==> src/logic/cicr_pkg.sv <==
// Constants, carriers and the check function for the identity and
// configuration register bank of a managed flash device.
// Assumes a single 100 MHz system clock and a host-clocked command link.
//
// Notes on behaviour
// - A 128-bit identity register is readable during identification.
// - Identity bits 47:16 carry a unique per-part 32-bit serial number.
// - ID: maker 127:120, OEM 111:104, name 103:56, rev 55:48, date 15:8.
// - Both 128-bit registers hold a seven-bit check in 7:1; bit 0 reads one.
// - 32-bit operating conditions: voltage profile plus power-up status bit.
// - Operating conditions bit 31 reads low until power-up has finished.
// - Bits 30:29 give addressing: 00b byte, 10b sector; host follows it.
// - Voltage bits 23:15 ones, 14:8 zero, 7 one; 28:24 and 6:0 zero.
// - Only programmable data bits change, only by the program command 27.
// - Data register layout version 3h at 127:126, revision 4h at 125:122.
// - Async access code 7Fh at 119:112, clocked access 8h at 111:104.
// - Bus rate code 32h at 103:96, command class mask 5F5h at 95:84.
// - Read block code 83:80 and write block code 25:22 both read 9h.
// - Bits 79, 78, 77, 76 and 21 all read zero.
// - Capacity FFFh at 73:62, scale 7h at 49:47, current codes 6h each.
// - Erase unit size 46:42 and erase unit scale 41:37 both read 1Fh.
// - Protect size Fh at 36:32, bit 31 one, write speed 5h at 28:26.
// - Bits 15,14,13,11:10 program once; 12,9:8 rewritable; all ship as zero.
// - Once-cells program once; rewritable ones outlast power loss and resets.

`default_nettype none

package cicr_pkg;

  // ----------------------------------------------------------------
  // Command indices handled by the bank
  // ----------------------------------------------------------------
  localparam logic [5:0] CMD_OP_COND = 6'h01;
  localparam logic [5:0] CMD_SEND_ID = 6'h02;
  localparam logic [5:0] CMD_SEND_DATA = 6'h09;
  localparam logic [5:0] CMD_PROGRAM = 6'h1b;

  // ----------------------------------------------------------------
  // Field positions and lengths
  // ----------------------------------------------------------------
  localparam int CHECK_LSB = 1;
  localparam int CHECK_MSB = 7;
  localparam int COVER_LSB = 8;
  localparam int FIXED_LSB = 16;
  localparam int SERIAL_LSB = 16;
  localparam int SERIAL_MSB = 47;
  localparam int MAKER_LSB = 120;
  localparam int BUSY_BIT = 31;
  localparam logic [7:0] LEN_WIDE = 8'h80;
  localparam logic [7:0] LEN_SHORT = 8'h20;
  localparam logic [6:0] CHECK_POLY = 7'h09;
  localparam logic [15:0] PWRUP_DEFAULT = 16'h03e8;

  // ----------------------------------------------------------------
  // Operating conditions layout
  // ----------------------------------------------------------------
  localparam logic [1:0] MODE_BYTE = 2'h0;
  localparam logic [1:0] MODE_SECTOR = 2'h2;
  localparam logic [4:0] OCR_RSVD_HI = 5'h00;
  localparam logic [23:0] OCR_VOLT_WINDOW = 24'hff8080;

  // ----------------------------------------------------------------
  // Read-only device specific data, bits 127:16
  // ----------------------------------------------------------------
  localparam logic [111:0] CSD_FIXED = {
    2'h3, 4'h4, 2'h0, 8'h7f, 8'h08, 8'h32, 12'h5f5, 4'h9,
    1'h0, 1'h0, 1'h0, 1'h0, 2'h0, 12'hfff,
    3'h6, 3'h6, 3'h6, 3'h6, 3'h7, 5'h1f, 5'h1f, 5'h0f,
    1'h1, 2'h0, 3'h5, 4'h9, 1'h0, 4'h0, 1'h0};

  // Programmable cells, packed in the order of bits 15:8
  typedef struct packed {
    logic content_layout_group;
    logic copy_flag;
    logic lasting_lock_flag;
    logic temporary_lock_flag;
    logic [1:0] content_format;
    logic [1:0] ecc_code;
  } cicr_nv_bits_type;

  // Decoded command from the command layer
  typedef struct packed {
    logic valid;
    logic [5:0] index;
    logic [127:0] data;
  } cicr_cmd_type;

  typedef enum logic [0:0] {
    PH_IDLE = 1'b0,
    PH_SEND = 1'b1
  } cicr_phase_type;

  // Seven-bit check over bits 127:8, most significant first
  function automatic logic [6:0] check7(input logic [119:0] d);
    logic [6:0] c;
    logic fb;
    c = 7'h00;
    for (int i = 119; i >= 0; i--) begin
      fb = d[i] ^ c[6];
      c = {c[5:0], 1'b0};
      if (fb) begin
        c = c ^ CHECK_POLY;
      end
    end
    return c;
  endfunction : check7

endpackage : cicr_pkg

`default_nettype wire

==> src/logic/cicr_regs.sv <==
// Identity, operating conditions and device specific data registers.
// Assumes decoded commands on sys_clk_in and a host link clock pin.

`default_nettype none

module cicr_regs #(
  parameter logic [7:0] MAKER_CODE = 8'h5a,    // arbitrary value
  parameter logic [1:0] PACKAGE_KIND = 2'h1,
  parameter logic [7:0] OEM_CODE = 8'h3c,      // arbitrary value
  parameter logic [47:0] PRODUCT_NAME = 48'h4e4f4e414d45, // arbitrary
  parameter logic [7:0] PRODUCT_REV = 8'h01,   // arbitrary value
  parameter logic [31:0] SERIAL_NUMBER = 32'h00000001,
  parameter logic [7:0] BUILD_DATE = 8'h00,
  parameter logic [1:0] ACCESS_MODE = cicr_pkg::MODE_SECTOR,
  parameter logic [15:0] PWRUP_CYCLES = cicr_pkg::PWRUP_DEFAULT
) (
  input wire logic sys_clk_in,
  input wire logic srst_in,
  input wire logic factory_clear_in,
  input wire logic link_clk_in,
  input wire cicr_pkg::cicr_cmd_type cmd_in,
  output logic [127:0] identity_out,
  output logic [31:0] op_cond_out,
  output logic [127:0] dev_data_out,
  output logic resp_bit_out,
  output logic resp_oe_out,
  output logic busy_out,
  output logic prog_done_out,
  output logic prog_refused_out
);

  // ----------------------------------------------------------------
  // Elaboration checks
  // ----------------------------------------------------------------
  if (PWRUP_CYCLES == 16'h0000) begin : g_bad_pwrup
    $error("PWRUP_CYCLES must be at least one");
  end
  if (ACCESS_MODE != cicr_pkg::MODE_BYTE &&
      ACCESS_MODE != cicr_pkg::MODE_SECTOR) begin : g_bad_mode
    $error("ACCESS_MODE must be byte or sector");
  end

  typedef struct packed {
    cicr_pkg::cicr_phase_type phase;
    logic [127:0] sh;
    logic [7:0] cnt;
    logic lk_s1;
    logic lk_s2;
    logic lk_s3;
    logic [15:0] pwr_cnt;
    logic pwr_done;
    logic [127:0] id;
    logic [31:0] operating_conditions;
    logic [127:0] device_specific_data;
    logic resp_bit;
    logic resp_oe;
    logic busy;
    logic prog_req;
    cicr_pkg::cicr_nv_bits_type prog_bits;
    logic done;
    logic refused;
  } cicr_regs_state_type;

  cicr_regs_state_type r, n;
  logic [7:0] nv_bits;
  logic nv_ok;
  logic nv_refused;
  logic [119:0] id_cover;
  logic [127:0] id_image;
  logic [119:0] csd_cover;
  logic [127:0] csd_image;
  logic [31:0] ocr_image;
  logic link_rise;

  // ----------------------------------------------------------------
  // Programmable cells
  // ----------------------------------------------------------------
  cicr_nv_cells u_nv (
    .sys_clk_in(sys_clk_in),
    .factory_clear_in(factory_clear_in),
    .prog_req_in(r.prog_req),
    .prog_bits_in(r.prog_bits),
    .nv_bits_out(nv_bits),
    .prog_ok_out(nv_ok),
    .prog_refused_out(nv_refused)
  );

  // ----------------------------------------------------------------
  // Register images
  // ----------------------------------------------------------------
  // Identity fields with the check appended
  assign id_cover = {MAKER_CODE, 6'h00, PACKAGE_KIND, OEM_CODE,
                     PRODUCT_NAME, PRODUCT_REV, SERIAL_NUMBER,
                     BUILD_DATE};
  assign id_image = {id_cover, cicr_pkg::check7(id_cover),
                     1'b1};

  // Device specific data: fixed part, cells, check
  assign csd_cover = {cicr_pkg::CSD_FIXED, nv_bits};
  assign csd_image = {csd_cover, cicr_pkg::check7(csd_cover),
                      1'b1};

  // Operating conditions with busy bit from the power-up timer
  assign ocr_image = {r.pwr_done, ACCESS_MODE, cicr_pkg::OCR_RSVD_HI,
                      cicr_pkg::OCR_VOLT_WINDOW};

  // Rising edge of the sampled link clock
  assign link_rise = r.lk_s2 & ~r.lk_s3;

  // ----------------------------------------------------------------
  // Next state
  // ----------------------------------------------------------------
  always_comb begin
    logic [127:0] load;
    logic [7:0] len;
    logic start;
    load = 128'h0;
    len = cicr_pkg::LEN_WIDE;
    start = 1'b0;
    n = r;
    n.lk_s1 = link_clk_in;
    n.lk_s2 = r.lk_s1;
    n.lk_s3 = r.lk_s2;
    n.id = id_image;
    n.device_specific_data = csd_image;
    n.operating_conditions = ocr_image;
    n.prog_req = 1'b0;
    n.done = nv_ok;
    n.refused = nv_refused;
    // Internal power-up routine
    if (!r.pwr_done) begin
      if (r.pwr_cnt == PWRUP_CYCLES - 16'h0001) begin
        n.pwr_done = 1'b1;
      end else begin
        n.pwr_cnt = r.pwr_cnt + 16'h0001;
      end
    end
    unique case (r.phase)
      cicr_pkg::PH_IDLE: begin
        if (cmd_in.valid) begin
          if (cmd_in.index == cicr_pkg::CMD_SEND_ID) begin
            load = r.id;
            start = 1'b1;
          end else if (cmd_in.index == cicr_pkg::CMD_SEND_DATA) begin
            load = r.device_specific_data;
            start = 1'b1;
          end else if (cmd_in.index == cicr_pkg::CMD_OP_COND) begin
            load = {r.operating_conditions, 96'h0};
            len = cicr_pkg::LEN_SHORT;
            start = 1'b1;
          end else if (cmd_in.index == cicr_pkg::CMD_PROGRAM) begin
            // Read-only part must match, cells go to the store
            if (cmd_in.data[127:16] == cicr_pkg::CSD_FIXED) begin
              n.prog_req = 1'b1;
              n.prog_bits = cmd_in.data[15:8];
            end else begin
              n.refused = 1'b1;
            end
          end
        end
        if (start) begin
          n.sh = load;
          n.cnt = len;
          n.resp_bit = load[127];
          n.resp_oe = 1'b1;
          n.busy = 1'b1;
          n.phase = cicr_pkg::PH_SEND;
        end
      end
      cicr_pkg::PH_SEND: begin
        // One bit per link clock rise, most significant first
        if (link_rise) begin
          if (r.cnt == 8'h01) begin
            n.resp_bit = 1'b0;
            n.resp_oe = 1'b0;
            n.busy = 1'b0;
            n.phase = cicr_pkg::PH_IDLE;
          end else begin
            n.sh = {r.sh[126:0], 1'b0};
            n.resp_bit = r.sh[126];
            n.cnt = r.cnt - 8'h01;
          end
        end
      end
    endcase
  end

  // State register
  always_ff @(posedge sys_clk_in) begin
    if (srst_in) begin
      r <= '0;
    end else begin
      r <= n;
    end
  end

  // ----------------------------------------------------------------
  // Outputs
  // ----------------------------------------------------------------
  assign identity_out = r.id;
  assign op_cond_out = r.operating_conditions;
  assign dev_data_out = r.device_specific_data;
  assign resp_bit_out = r.resp_bit;
  assign resp_oe_out = r.resp_oe;
  assign busy_out = r.busy;
  assign prog_done_out = r.done;
  assign prog_refused_out = r.refused;

  // ----------------------------------------------------------------
  // Checks
  // ----------------------------------------------------------------
  // Cycles since reset, saturating, for the power-up check
  logic [15:0] since_rst;
  always_ff @(posedge sys_clk_in) begin
    if (srst_in) begin
      since_rst <= 16'h0000;
    end else if (since_rst != 16'hffff) begin
      since_rst <= since_rst + 16'h0001;
    end
  end
endmodule : cicr_regs

`default_nettype wire

==> src/logic/cicr_nv_cells.sv <==
// Programmable cells of the device specific data register.
// Assumes factory_clear_in is used only at manufacture; resets leave it.

`default_nettype none

module cicr_nv_cells (
  input wire logic sys_clk_in,
  input wire logic factory_clear_in,
  input wire logic prog_req_in,
  input wire cicr_pkg::cicr_nv_bits_type prog_bits_in,
  output logic [7:0] nv_bits_out,
  output logic prog_ok_out,
  output logic prog_refused_out
);

  typedef struct packed {
    cicr_pkg::cicr_nv_bits_type cells;
    logic [3:0] used;
    logic ok;
    logic refused;
  } cicr_nv_state_type;

  cicr_nv_state_type r, n;

  // ----------------------------------------------------------------
  // Once-only fields: group flag, copy, lasting lock, format
  // ----------------------------------------------------------------
  // Next state of the cells
  always_comb begin
    logic [3:0] chg;
    chg = 4'h0;
    n = r;
    n.ok = 1'b0;
    n.refused = 1'b0;
    chg[3] = prog_bits_in.content_layout_group ^
             r.cells.content_layout_group;
    chg[2] = prog_bits_in.copy_flag ^ r.cells.copy_flag;
    chg[1] = prog_bits_in.lasting_lock_flag ^ r.cells.lasting_lock_flag;
    chg[0] = |(prog_bits_in.content_format ^ r.cells.content_format);
    if (prog_req_in) begin
      if (|(chg & r.used)) begin
        n.refused = 1'b1;
      end else begin
        n.cells = prog_bits_in;
        n.used = r.used | chg;
        n.ok = 1'b1;
      end
    end
  end

  // Cells keep their value through every reset but the factory clear
  always_ff @(posedge sys_clk_in) begin
    if (factory_clear_in) begin
      r <= '0;
    end else begin
      r <= n;
    end
  end

  assign nv_bits_out = r.cells;
  assign prog_ok_out = r.ok;
  assign prog_refused_out = r.refused;
endmodule : cicr_nv_cells

`default_nettype wire

==> config.mk <==
export PLATFORM = sky130hd
export DESIGN_NAME = cicr_regs
export DESIGN_NICKNAME = d
export VERILOG_FILES = /design/src/logic/cicr_pkg.sv /design/src/logic/cicr_regs.sv /design/src/logic/cicr_nv_cells.sv
export SDC_FILE = /design/constraint.sdc
export NUM_CORES = 1
export LEC_CHECK = 0
export ABC_AREA = 0
export BUFFER_PORTS_ARGS = -buffer_cell sky130_fd_sc_hd__buf_2
export CAP_MARGIN = 30
export CORE_AREA = 2 2 169 171
export CTS_BUF_LIST = sky130_fd_sc_hd__clkbuf_8
export DETAILED_ROUTE_END_ITERATION = 12
export DIE_AREA = 0 0 171 173
export GPL_ROUTABILITY_DRIVEN = 0
export GPL_TIMING_DRIVEN = 0
export PLACE_DENSITY = 0.71
export SLEW_MARGIN = 40
export SYNTH_ARGS = -nofsm -noshare
export SYNTH_HDL_FRONTEND = slang
export SYNTH_SLANG_ARGS = --single-unit
export TNS_END_PERCENT = 1
==> constraint.sdc <==
create_clock -name sys_clk_in -period 3.21 [get_ports sys_clk_in]
set_input_delay 0.4815 -clock sys_clk_in [delete_from_list [all_inputs] [get_ports sys_clk_in]]
set_output_delay 0.4815 -clock sys_clk_in [all_outputs]
set_load 0.03 [all_outputs]
==> results of run 1 <==
-- registers in the layout, indices dropped and copies added (netlist names) --
signal                 count
dev_data_out              16
n                          3
op_cond_out                1
prog_done_out              1
prog_refused_out           1
r                        162
resp_bit_out               1
resp_oe_out                1
u_nv.nv_bits_out           8
u_nv.prog_ok_out           1
u_nv.prog_refused_out      1
u_nv.r                     4
-- cell usage after synthesis, drive strengths merged, types with 2 or more instances --
cell type	n
nor4	8
o21a	2
nor3b	2
nor4bb	9
or3	3
xnor2	11
nand2b	4
a21oi	94
inv	10
a31oi	4
xor2	18
nand2	68
nor3	92
clkbuf	44
or4b	2
nand3	34
a211oi	46
and4	2
mux2i	9
nand4	24
and3	4
or4	4
a221oi	14
a311oi	2
dfxtp	200
o21ai	18
nand4b	3
nor2	146
ha	3
o32ai	2
nand4bb	2
nor2b	16
and4b	3
and2	4
a41oi	4
buf	317
-- metrics by stage --
step | total power [uW] | setup WS [ns] | utilization | hold WS (ns)
2_1_floorplan | 3480 | 0.608 | - | 0.414
3_3_place_gp | 3690 | -0.0388 | 0.459 | 0.431
3_5_place_dp | 3690 | 0.481 | 0.460 | 0.429
4_1_cts | 5360 | 0.705 | 0.475 | 0.156
5_1_grt | 5560 | 0.486 | 0.475 | 0.182
6_report | 5350 | 0.564 | 0.475 | 0.177
-- layout make-up --
cell class	instances	area, um2
timing repair buffer	264	1340
clock inverter	15	184
antenna	4	10.0
tap	378	473
multi-input combinational	825	4320
clock buffer	17	234
buffer	361	2530
inverter	10	37.5
sequential	200	4010
fill	2673	14500
-- worst paths after layout --
check                                                end  slack [ns]  cells after the start
worst max register to register       r[377]$_SDFFE_PP0P_        0.56                      7
worst max-delay path                 r[377]$_SDFFE_PP0P_        0.56                      7
worst min-delay path              u_nv.r[2]$_SDFFE_PP0P_        0.18                      2
worst min register to register  prog_done_out$_SDFF_PP0_        0.46                      1
-- logic make-up after synthesis --
group,synth area share
simple gates,0.208
buf+inv,0.249
flops,0.389
compound gates,0.116
xor+xnor,0.0247
mux,0.00876
fa+ha+maj,0.00365
other cells,0.000364
-- cells in the final DEF (no fill, tap or decap), drive strengths merged, types with 3 or more instances in the layout --
cell type,n
a211oi,46
nand3,34
clkinv,5
a41oi,4
or3,3
dfxtp,200
nor3,92
ha,3
a221oi,14
nand4,24
xnor2,11
and3,4
nor2b,16
or4,4
buf,581
diode,4
nand4b,3
nand2,68
a31oi,4
a21oi,94
and4b,3
nand2b,4
nor2,146
nor4,8
inv,17
nor4bb,9
mux2i,9
conb,158
clkbuf,61
xor2,18
o21ai,18
and2,4
-- report_power, final --
group | switching [uW] | leakage, uW | internal [uW]
logic | 670 | 0.00429 | 409
registers | 40.4 | 0.00162 | 2530
clock network | 968 | 0.000210 | 725
-- per-layer routing --
metal / routed length [um] / vias up
li1: - / 4668
met1: 10600 / 4010
met2: 13000 / 429
met3: 1990 / 37
met4: 575 / 0
met5: 0 / -
==> flow_summary.ini, run 1 <==
[clock_tree]
ctsHoldBuffers = 0
htreeDepth = 4
clock_sink_count = 200
numCtsBuffers = 17
cts_tree = yes
clk_latency_ns = 0.49
clk_pin_slew_worst_paths_ns = 0.11
cts-resized-gates = 0
root_buffer = clkbuf_8
clock_path_buffers = 2
cts_setup_buffers = 0

[placement]
placed_cells = 2038
hpwlAfterDp_mm = 19.9
placed_area_um2 = 12700
portBuffers = 263

[setup_path]
worstSetupEndpointType = register
worstSetupPathType = register to register
cp.required_ns = 3.62
path_buf_inv = 2
path_cells = nor2b_1 > nand2_1 > o32ai_1 > buf_2 > buf_1 > a21oi_1 > nor3_1
cp_slowest_cell = o32ai_1
max_stage_delay_ns = 0.63
crit_path_start = r[458]$_SDFF_PP0_
worstPathMaxFanout = 10
critPathLaunchType = register
cp.arrival_ns = 3.05
r2r_start = r[458]$_SDFF_PP0_
critical-path-top-delay-family = compound AO/OA/AOI/OAI gates

[floorplanning]
initial_core_util = 0.372
dieArea_um2 = 29600
ios = 432
fp.dieW_um = 171
rows = 61
core_um2 = 27600
fp.dieH_um = 173

[logic_synthesis]
synth.top_cells.by_area = dfxtp_1 (39%), buf_4 (21%), nor2_1 (5.3%), a21oi_1 (4.5%), nor3_1 (4.4%)
ys.flop_type = dfxtp_1
netlist_area_um2 = 10300
postSynthAreaPerCell_um2 = 8.30
synth.distinct_cells = 56
yosys_register_bits = 200
netlist.area_leader.share = 0.389
yosys.area.top_type = dfxtp_1
yosysWarnings = 0
yosysSeqAreaShare = 0.389
async_reset_ff_frac = 0
synth_edf_count = 0
syn_inst = 1239

[global_route]
grt_start_max_net_pins = 75
overflow = 0
grt_pass1_wl_mm = 40.2
use_met1 = 0.195
grt_util_met2 = 0.295
grt-busiest-layer = met2
grtUsageTotal = 0.168
antenna_found_initial = 4
use_met3 = 0.0334
grt_pass1_vias = 8069

[run_status]
status = complete, no violations

[timing]
max_slew.worst_pin.slew_ns = 0.740
finalSetupViolCount = 0
finalSetupTns_ns = 0
rsz0062_at_grt = false
slew_violations = 0
hold_violations = 0
min_period_ns = 2.65
fin_crit_sh = 0.824
fin_worst_skew_ns = 0.0113
slew_headroom = 0.502
max_freq_ghz = 0.378

[route]
via_count = 9144
antenna_left = 0
wl_per_cell_um = 12.6
routed_via_density = 4.41
firstDrtPassIters = 5
post-route-drc-count = 0
initialDrtViolationCount = 391
drt-total-wl_mm = 26.1

[final_layout]
design_area_um2 = 13100
drive_gt1_frac = 0.366
layout.cells.non_filler = 2074
syn2layout_area_growth_pct = 27.6
fin_nets = 1821

[min_path]
worstHoldStart = factory_clear_in
hold_class = input pin to register

[pwr]
pwr_density_cell_nw_per_um2 = 407
leakage_uw = 0.00612
peakVddDrop_uv = 276

[job]
maxCapViolCount = 0
No activity file was read; power rests on OpenSTA's default activity.
==> inputs of run 2 (changes only) <==
Settings changed: ABC_AREA 0 to 1, CORE_AREA 2 2 169 171 to 2 2 167 169, DIE_AREA 0 0 171 173 to 0 0 169 171, PLACE_DENSITY 0.71 to 0.74.
Clock period 3.21 ns to 2.7 ns, I/O delays scaled along.
==> run 2 against run 1 <==
  * Clock power is 26% higher
  * Critical path depth is the same
  * Design area rose by 8.4%
  * Combinational power increased by 69%
  * Synthesized area up 11%
  * Sequential power is 28% higher
  * Power grew 36%
  * Synthesized cell count is 29% higher
  * Flip-flop and latch count did not move
  * Critical endpoint is now r[439]$_SDFFE_PP0P_
  * Largest power group unchanged
==> flow_summary.ini, run 2 <==
[route]
wl_per_cell_um = 12.8
initialDrtViolationCount = 633
via_count = 10800
drt-met1-wl_mm = 12.4
route.met3.wl_mm = 1.81
firstDrtPassIters = 6
routed_via_density = 4.50
wl_met2_mm = 15.4
drt-total-wl_mm = 30.8
post-route-drc-count = 0
highest_layer = met4
antenna_left = 0

[clock_tree]
htreeDepth = 4
ctsHoldBuffers = 0
cts-resized-gates = 0
cts_tree = yes
clock_path_buffers = 2
clk_latency_ns = 0.48
cts_setup_buffers = 0
clk_pin_slew_worst_paths_ns = 0.10
clock_sink_count = 200
numCtsBuffers = 17
root_buffer = clkbuf_8

[global_route]
grtUsageTotal = 0.205
antenna_found_initial = 2
grt_pass1_wl_mm = 47.7
grt_start_max_net_pins = 71
overflow = 0
grt_pass1_vias = 9821

[setup_path]
cp.arrival_ns = 2.77
rr_endpoint = r[439]$_SDFFE_PP0P_
path_cells = nand2_1 > nor2_1 > inv_1 > nor2_1 > clkbuf_1 > a21oi_1 > a21oi_1
crit_path_start = dev_data_out[126]$_DFF_P_
max_stage_delay_ns = 0.67
cp_slowest_cell = dfxtp_4
cp.required_ns = 3.11
worstSetupEndpointType = register
cp-endpoint = r[439]$_SDFFE_PP0P_
critPathLaunchType = register
worstPathMaxFanout = 48
r2r_start = dev_data_out[126]$_DFF_P_
reg2regPathDepth = 7
worstSetupPathType = register to register
r2r_slack_ns = 0.34

[final_layout]
multi_input_area_um2 = 4860
drive_gt1_frac = 0.325
final_util = 0.521
syn2layout_area_growth_pct = 24.7
nFillCells = 2639
max_flop_register = r
largest_register_ffs = 162
layout_common_cells = buf_4 (292), buf_2 (287), nand2_1 (268)
fin_nets = 2187
regArea_um2 = 4010
final_common_cell = buf_4

[timing]
min_period_ns = 2.36
max_freq_ghz = 0.424
fin_crit_sh = 0.874
fin_worst_skew_ns = 0.0162
whs_ns = 0.114
finalSetupTns_ns = 0
finalSetupViolCount = 0
rsz0062_at_grt = false
hold_violations = 0
slew_headroom = 0.558
slew_violations = 0
max_slew.worst_pin.slew_ns = 0.664
fin_ws_ns = 0.339

[pwr]
power_frac_comb = 0.251
seqPwrFrac = 0.455
switching_share = 0.321
pwr_density_cell_nw_per_um2 = 510
p_int_uw = 4930
power_frac_clock = 0.294
power.switching_uw = 2330
leakage_uw = 0.00707
peakVddDrop_uv = 327

[logic_synthesis]
yosys.area.top_type = dfxtp_1
synth.top_cells.by_area = dfxtp_1 (35%), buf_4 (19%), nand2_1 (8.8%), nor2_1 (6.3%), a21oi_1 (5.7%)
synthTopCellsByCount = buf_4 (292), nand2_1 (268), dfxtp_1 (200)
netlist_area_um2 = 11400
synth.distinct_cells = 39
ys.flop_type = dfxtp_1
postSynthAreaPerCell_um2 = 7.12
yosys_register_bits = 200
syn_inst = 1604
async_reset_ff_frac = 0
yosysWarnings = 0
synth_edf_count = 0
yosysSeqAreaShare = 0.351
yosysMostFrequentCell = buf_4
netlist.area_leader.share = 0.351

[floorplanning]
fp.dieH_um = 171
dieArea_um2 = 28900
core_um2 = 27300
fp.dieW_um = 169
ios = 432
initial_core_util = 0.418
rows = 61

[placement]
portBuffers = 264
pre_cts_ws_ns = 0.347
hpwlAfterDp_mm = 24.2

[job]
maxCapViolCount = 0

[min_path]
hold_class = input pin to register

[run_status]
status = complete, no violations
==> run 2: cell types whose count changed in the layout (fill, tap and decap cells not counted), moves of 38 or more <==
cell      delta
nand2_1    +200
inv_1      +134
o21ai_0     +96
nor3_1      -72
nor2_1      +45
a211oi_1    -44
a21oi_1     +38
==> run 2: final cells by class <==
type                    count  area share
diodes                      2    0.000352
multi-input cells        1057       0.342
clock inverters            12      0.0120
plain buffers             359       0.182
inverters                 145      0.0384
flip-flops and latches    200       0.282
clock buffers              20      0.0193
well taps                 346      0.0304
repair buffers            265      0.0942
==> run 2: worst max-delay path: cells and delay by family (launching register included) <==
kind | cells | cell delay (ns)
AO/OA/AOI/OAI | 2 | 0.27
buffers and inverters | 2 | 0.59
flip-flops | 1 | 0.67
AND/OR/NAND/NOR | 3 | 0.76
==> run 2: worst min-delay path by stage <==
| stage | from | end | slack (ns) | cells after the start |
|---|---|---|---|---|
| after floorplan | n[320]$_SDFF_PP0_ | n[319]$_SDFF_PP0_ | 0.39 | 2 |
| after global placement | n[320]$_SDFF_PP0_ | n[319]$_SDFF_PP0_ | 0.40 | 2 |
| after detailed placement | n[320]$_SDFF_PP0_ | n[319]$_SDFF_PP0_ | 0.41 | 2 |
| after CTS | factory_clear_in | u_nv.r[2]$_SDFFE_PP0P_ | 0.1 | 2 |
| after global routing | factory_clear_in | u_nv.r[2]$_SDFFE_PP0P_ | 0.1 | 2 |
| final | factory_clear_in | u_nv.r[2]$_SDFFE_PP0P_ | 0.11 | 2 |
==> run 2: per-stage QoR <==
step                total power (uW)  instances  instance area [um2]
floorplan                       4750       1761                12000
CTS                             7250       2404                14200
finish                          7260       2406                14200
detailed placement              5170       2372                13800
global route                    7570       2406                14200
global placement                5140       2371                13800
==> run 2: cell families (layout without fill, tap and decap cells) <==
logic type	after synthesis	in the layout	share of synthesized area
other	1	160	0.000329
adder cells (fa/ha/maj)	3	3	0.00329
AO/OA/AOI/OAI	296	296	0.140
AND/OR/NAND/NOR	577	577	0.213
XOR/XNOR	23	23	0.0176
buffers and inverters	504	801	0.275
flip-flops	200	200	0.351
==> run 2: power groups by stage <==
stage / logic (uW) / clock network (uW) / registers [uW]
after floorplan: 1400 / 0 / 3340
after global placement: 1770 / 0 / 3370
after detailed placement: 1800 / 0 / 3360
after CTS: 1810 / 2140 / 3300
after global routing: 1970 / 2270 / 3330
final: 1820 / 2130 / 3300
==> run 2: per-layer routing <==
| metal | global-route usage | vias to the layer above |
|---|---|---|
| li1 | - | 5540 |
| met1 | 0.236 | 4845 |
| met2 | 0.368 | 384 |
| met4 | 0.103 | 0 |
| met5 | 0 | - |
| met3 | 0.0340 | 60 |
==> inputs of run 3 (changes only) <==
Settings changed: ABC_AREA 1 to not set, CORE_AREA 2 2 167 169 to 2 2 170 172, DIE_AREA 0 0 169 171 to 0 0 172 174, PLACE_DENSITY 0.74 to 0.68.
==> run 3 against run 2 <==
  * Flip-flop and latch count is the same
  * Clock-buffer cell count shrank 3
  * Fmax shrank 2.9%
  * Final cell count shrank 14%
  * Core utilization shrank 5.3 points
==> flow_summary.ini, run 3 (same netlist as run 1, synthesis figures left out) <==
[route]
initialDrtViolationCount = 394
drt-total-wl_mm = 26.3
wl_per_cell_um = 12.6
post-route-drc-count = 0
antenna_left = 0
routed_via_density = 4.43
via_count = 9196
firstDrtPassIters = 5

[timing]
slew_headroom = 0.503
rsz0062_at_grt = false
max_slew.worst_pin.slew_ns = 0.742
fin_worst_skew_ns = 0.00980
hold_violations = 0
max_freq_ghz = 0.411
finalSetupViolCount = 0
min_period_ns = 2.43
slew_violations = 0
fin_crit_sh = 0.901
fin_ws_ns = 0.268

[clock_tree]
cts_setup_buffers = 0
ctsHoldBuffers = 0
cts-resized-gates = 0
clock_sink_count = 200
clock_path_buffers = 2
htreeDepth = 4
clk_latency_ns = 0.48
numCtsBuffers = 17
cts_tree = yes
clk_pin_slew_worst_paths_ns = 0.10
root_buffer = clkbuf_8

[final_layout]
final_util = 0.468
layout_common_cells = buf_4 (294), buf_2 (275), dfxtp_1 (199)
nFillCells = 2837
largest_register_ffs = 162
syn2layout_area_growth_pct = 28.4
final_common_cell = buf_4
layout.cells.non_filler = 2078
max_flop_register = r
design_area_um2 = 13200
fin_nets = 1821
drive_gt1_frac = 0.366

[global_route]
grtUsageTotal = 0.166
grt_pass1_wl_mm = 40.1
grt_pass1_vias = 8030
grt_start_max_net_pins = 76
overflow = 0
antenna_found_initial = 3

[floorplanning]
rows = 62
fp.dieH_um = 174
fp.dieW_um = 172
ios = 432
dieArea_um2 = 29900
initial_core_util = 0.364
core_um2 = 28200

[pwr]
pwr_density_cell_nw_per_um2 = 504
leakage_uw = 0.00614
peakVddDrop_uv = 319

[placement]
hpwlAfterDp_mm = 20.3
pre_cts_ws_ns = -0.0350
portBuffers = 263
placed_area_um2 = 12700
placed_cells = 2044

[run_status]
status = complete, no violations

[setup_path]
worstPathMaxFanout = 10
worstSetupPathType = register to register
worstSetupEndpointType = register
critPathLaunchType = register
cp.arrival_ns = 2.78
cp.required_ns = 3.05

[job]
maxCapViolCount = 0

[min_path]
hold_class = input pin to register
-- run 3: through the flow --
stage / hold WS, ns / TNS [ns] / power, uW
final: 0.126 / 0 / 6660
after global routing: 0.111 / 0 / 6930
after CTS: 0.100 / 0 / 6690
after detailed placement: 0.431 / -0.0535 / 4400
after global placement: 0.423 / -17.73 / 4390
after floorplan: 0.414 / 0 / 4130
-- run 3: final cells by class --
class                      instances  area [um2]  share of cell area
sequential                       200        4010               0.303
multi-input combinational        825        4330               0.327
inverter                          10        37.5             0.00284
tap                              384         480              0.0364
buffer                           361        2530               0.191
clock inverter                    15         260              0.0197
clock buffer                      17         234              0.0177
antenna                            2        5.00            0.000379
timing repair buffer             264        1340               0.101
-- run 3: critical path, cell delays in order, from the launching register on --
cell and delay (ns):
dfxtp_1 0.43, nand3b_1 0.22, a31oi_1 0.62, o32ai_2 0.26, buf_2 0.26, buf_1 0.24, a21oi_1 0.20, nor3_1 0.07
-- run 3: routing by layer --
layer  global-route usage  up-vias  share of wire
met1                0.194     4118           0.40
met3               0.0314       34          0.072
met2                0.299      375           0.50
met4               0.0616        0          0.026
met5                    0        -              0
li1                     -     4669              -
-- run 3: final timing paths --
path                                                   from                  endpoint  slack (ns)  cells past startpoint
worst max-delay path                      r[458]$_SDFF_PP0_       r[377]$_SDFFE_PP0P_        0.27                      7
worst min-delay path                       factory_clear_in    u_nv.r[2]$_SDFFE_PP0P_        0.13                      2
worst min register to register  u_nv.prog_ok_out$_SDFF_PP0_  prog_done_out$_SDFF_PP0_        0.45                      1
worst max register to register            r[458]$_SDFF_PP0_       r[377]$_SDFFE_PP0P_        0.27                      7
-- run 3: power by group --
part / internal [uW] / switching, uW
clock: 1220 / 1100
combinational: 487 / 798
sequential: 3010 / 47.0
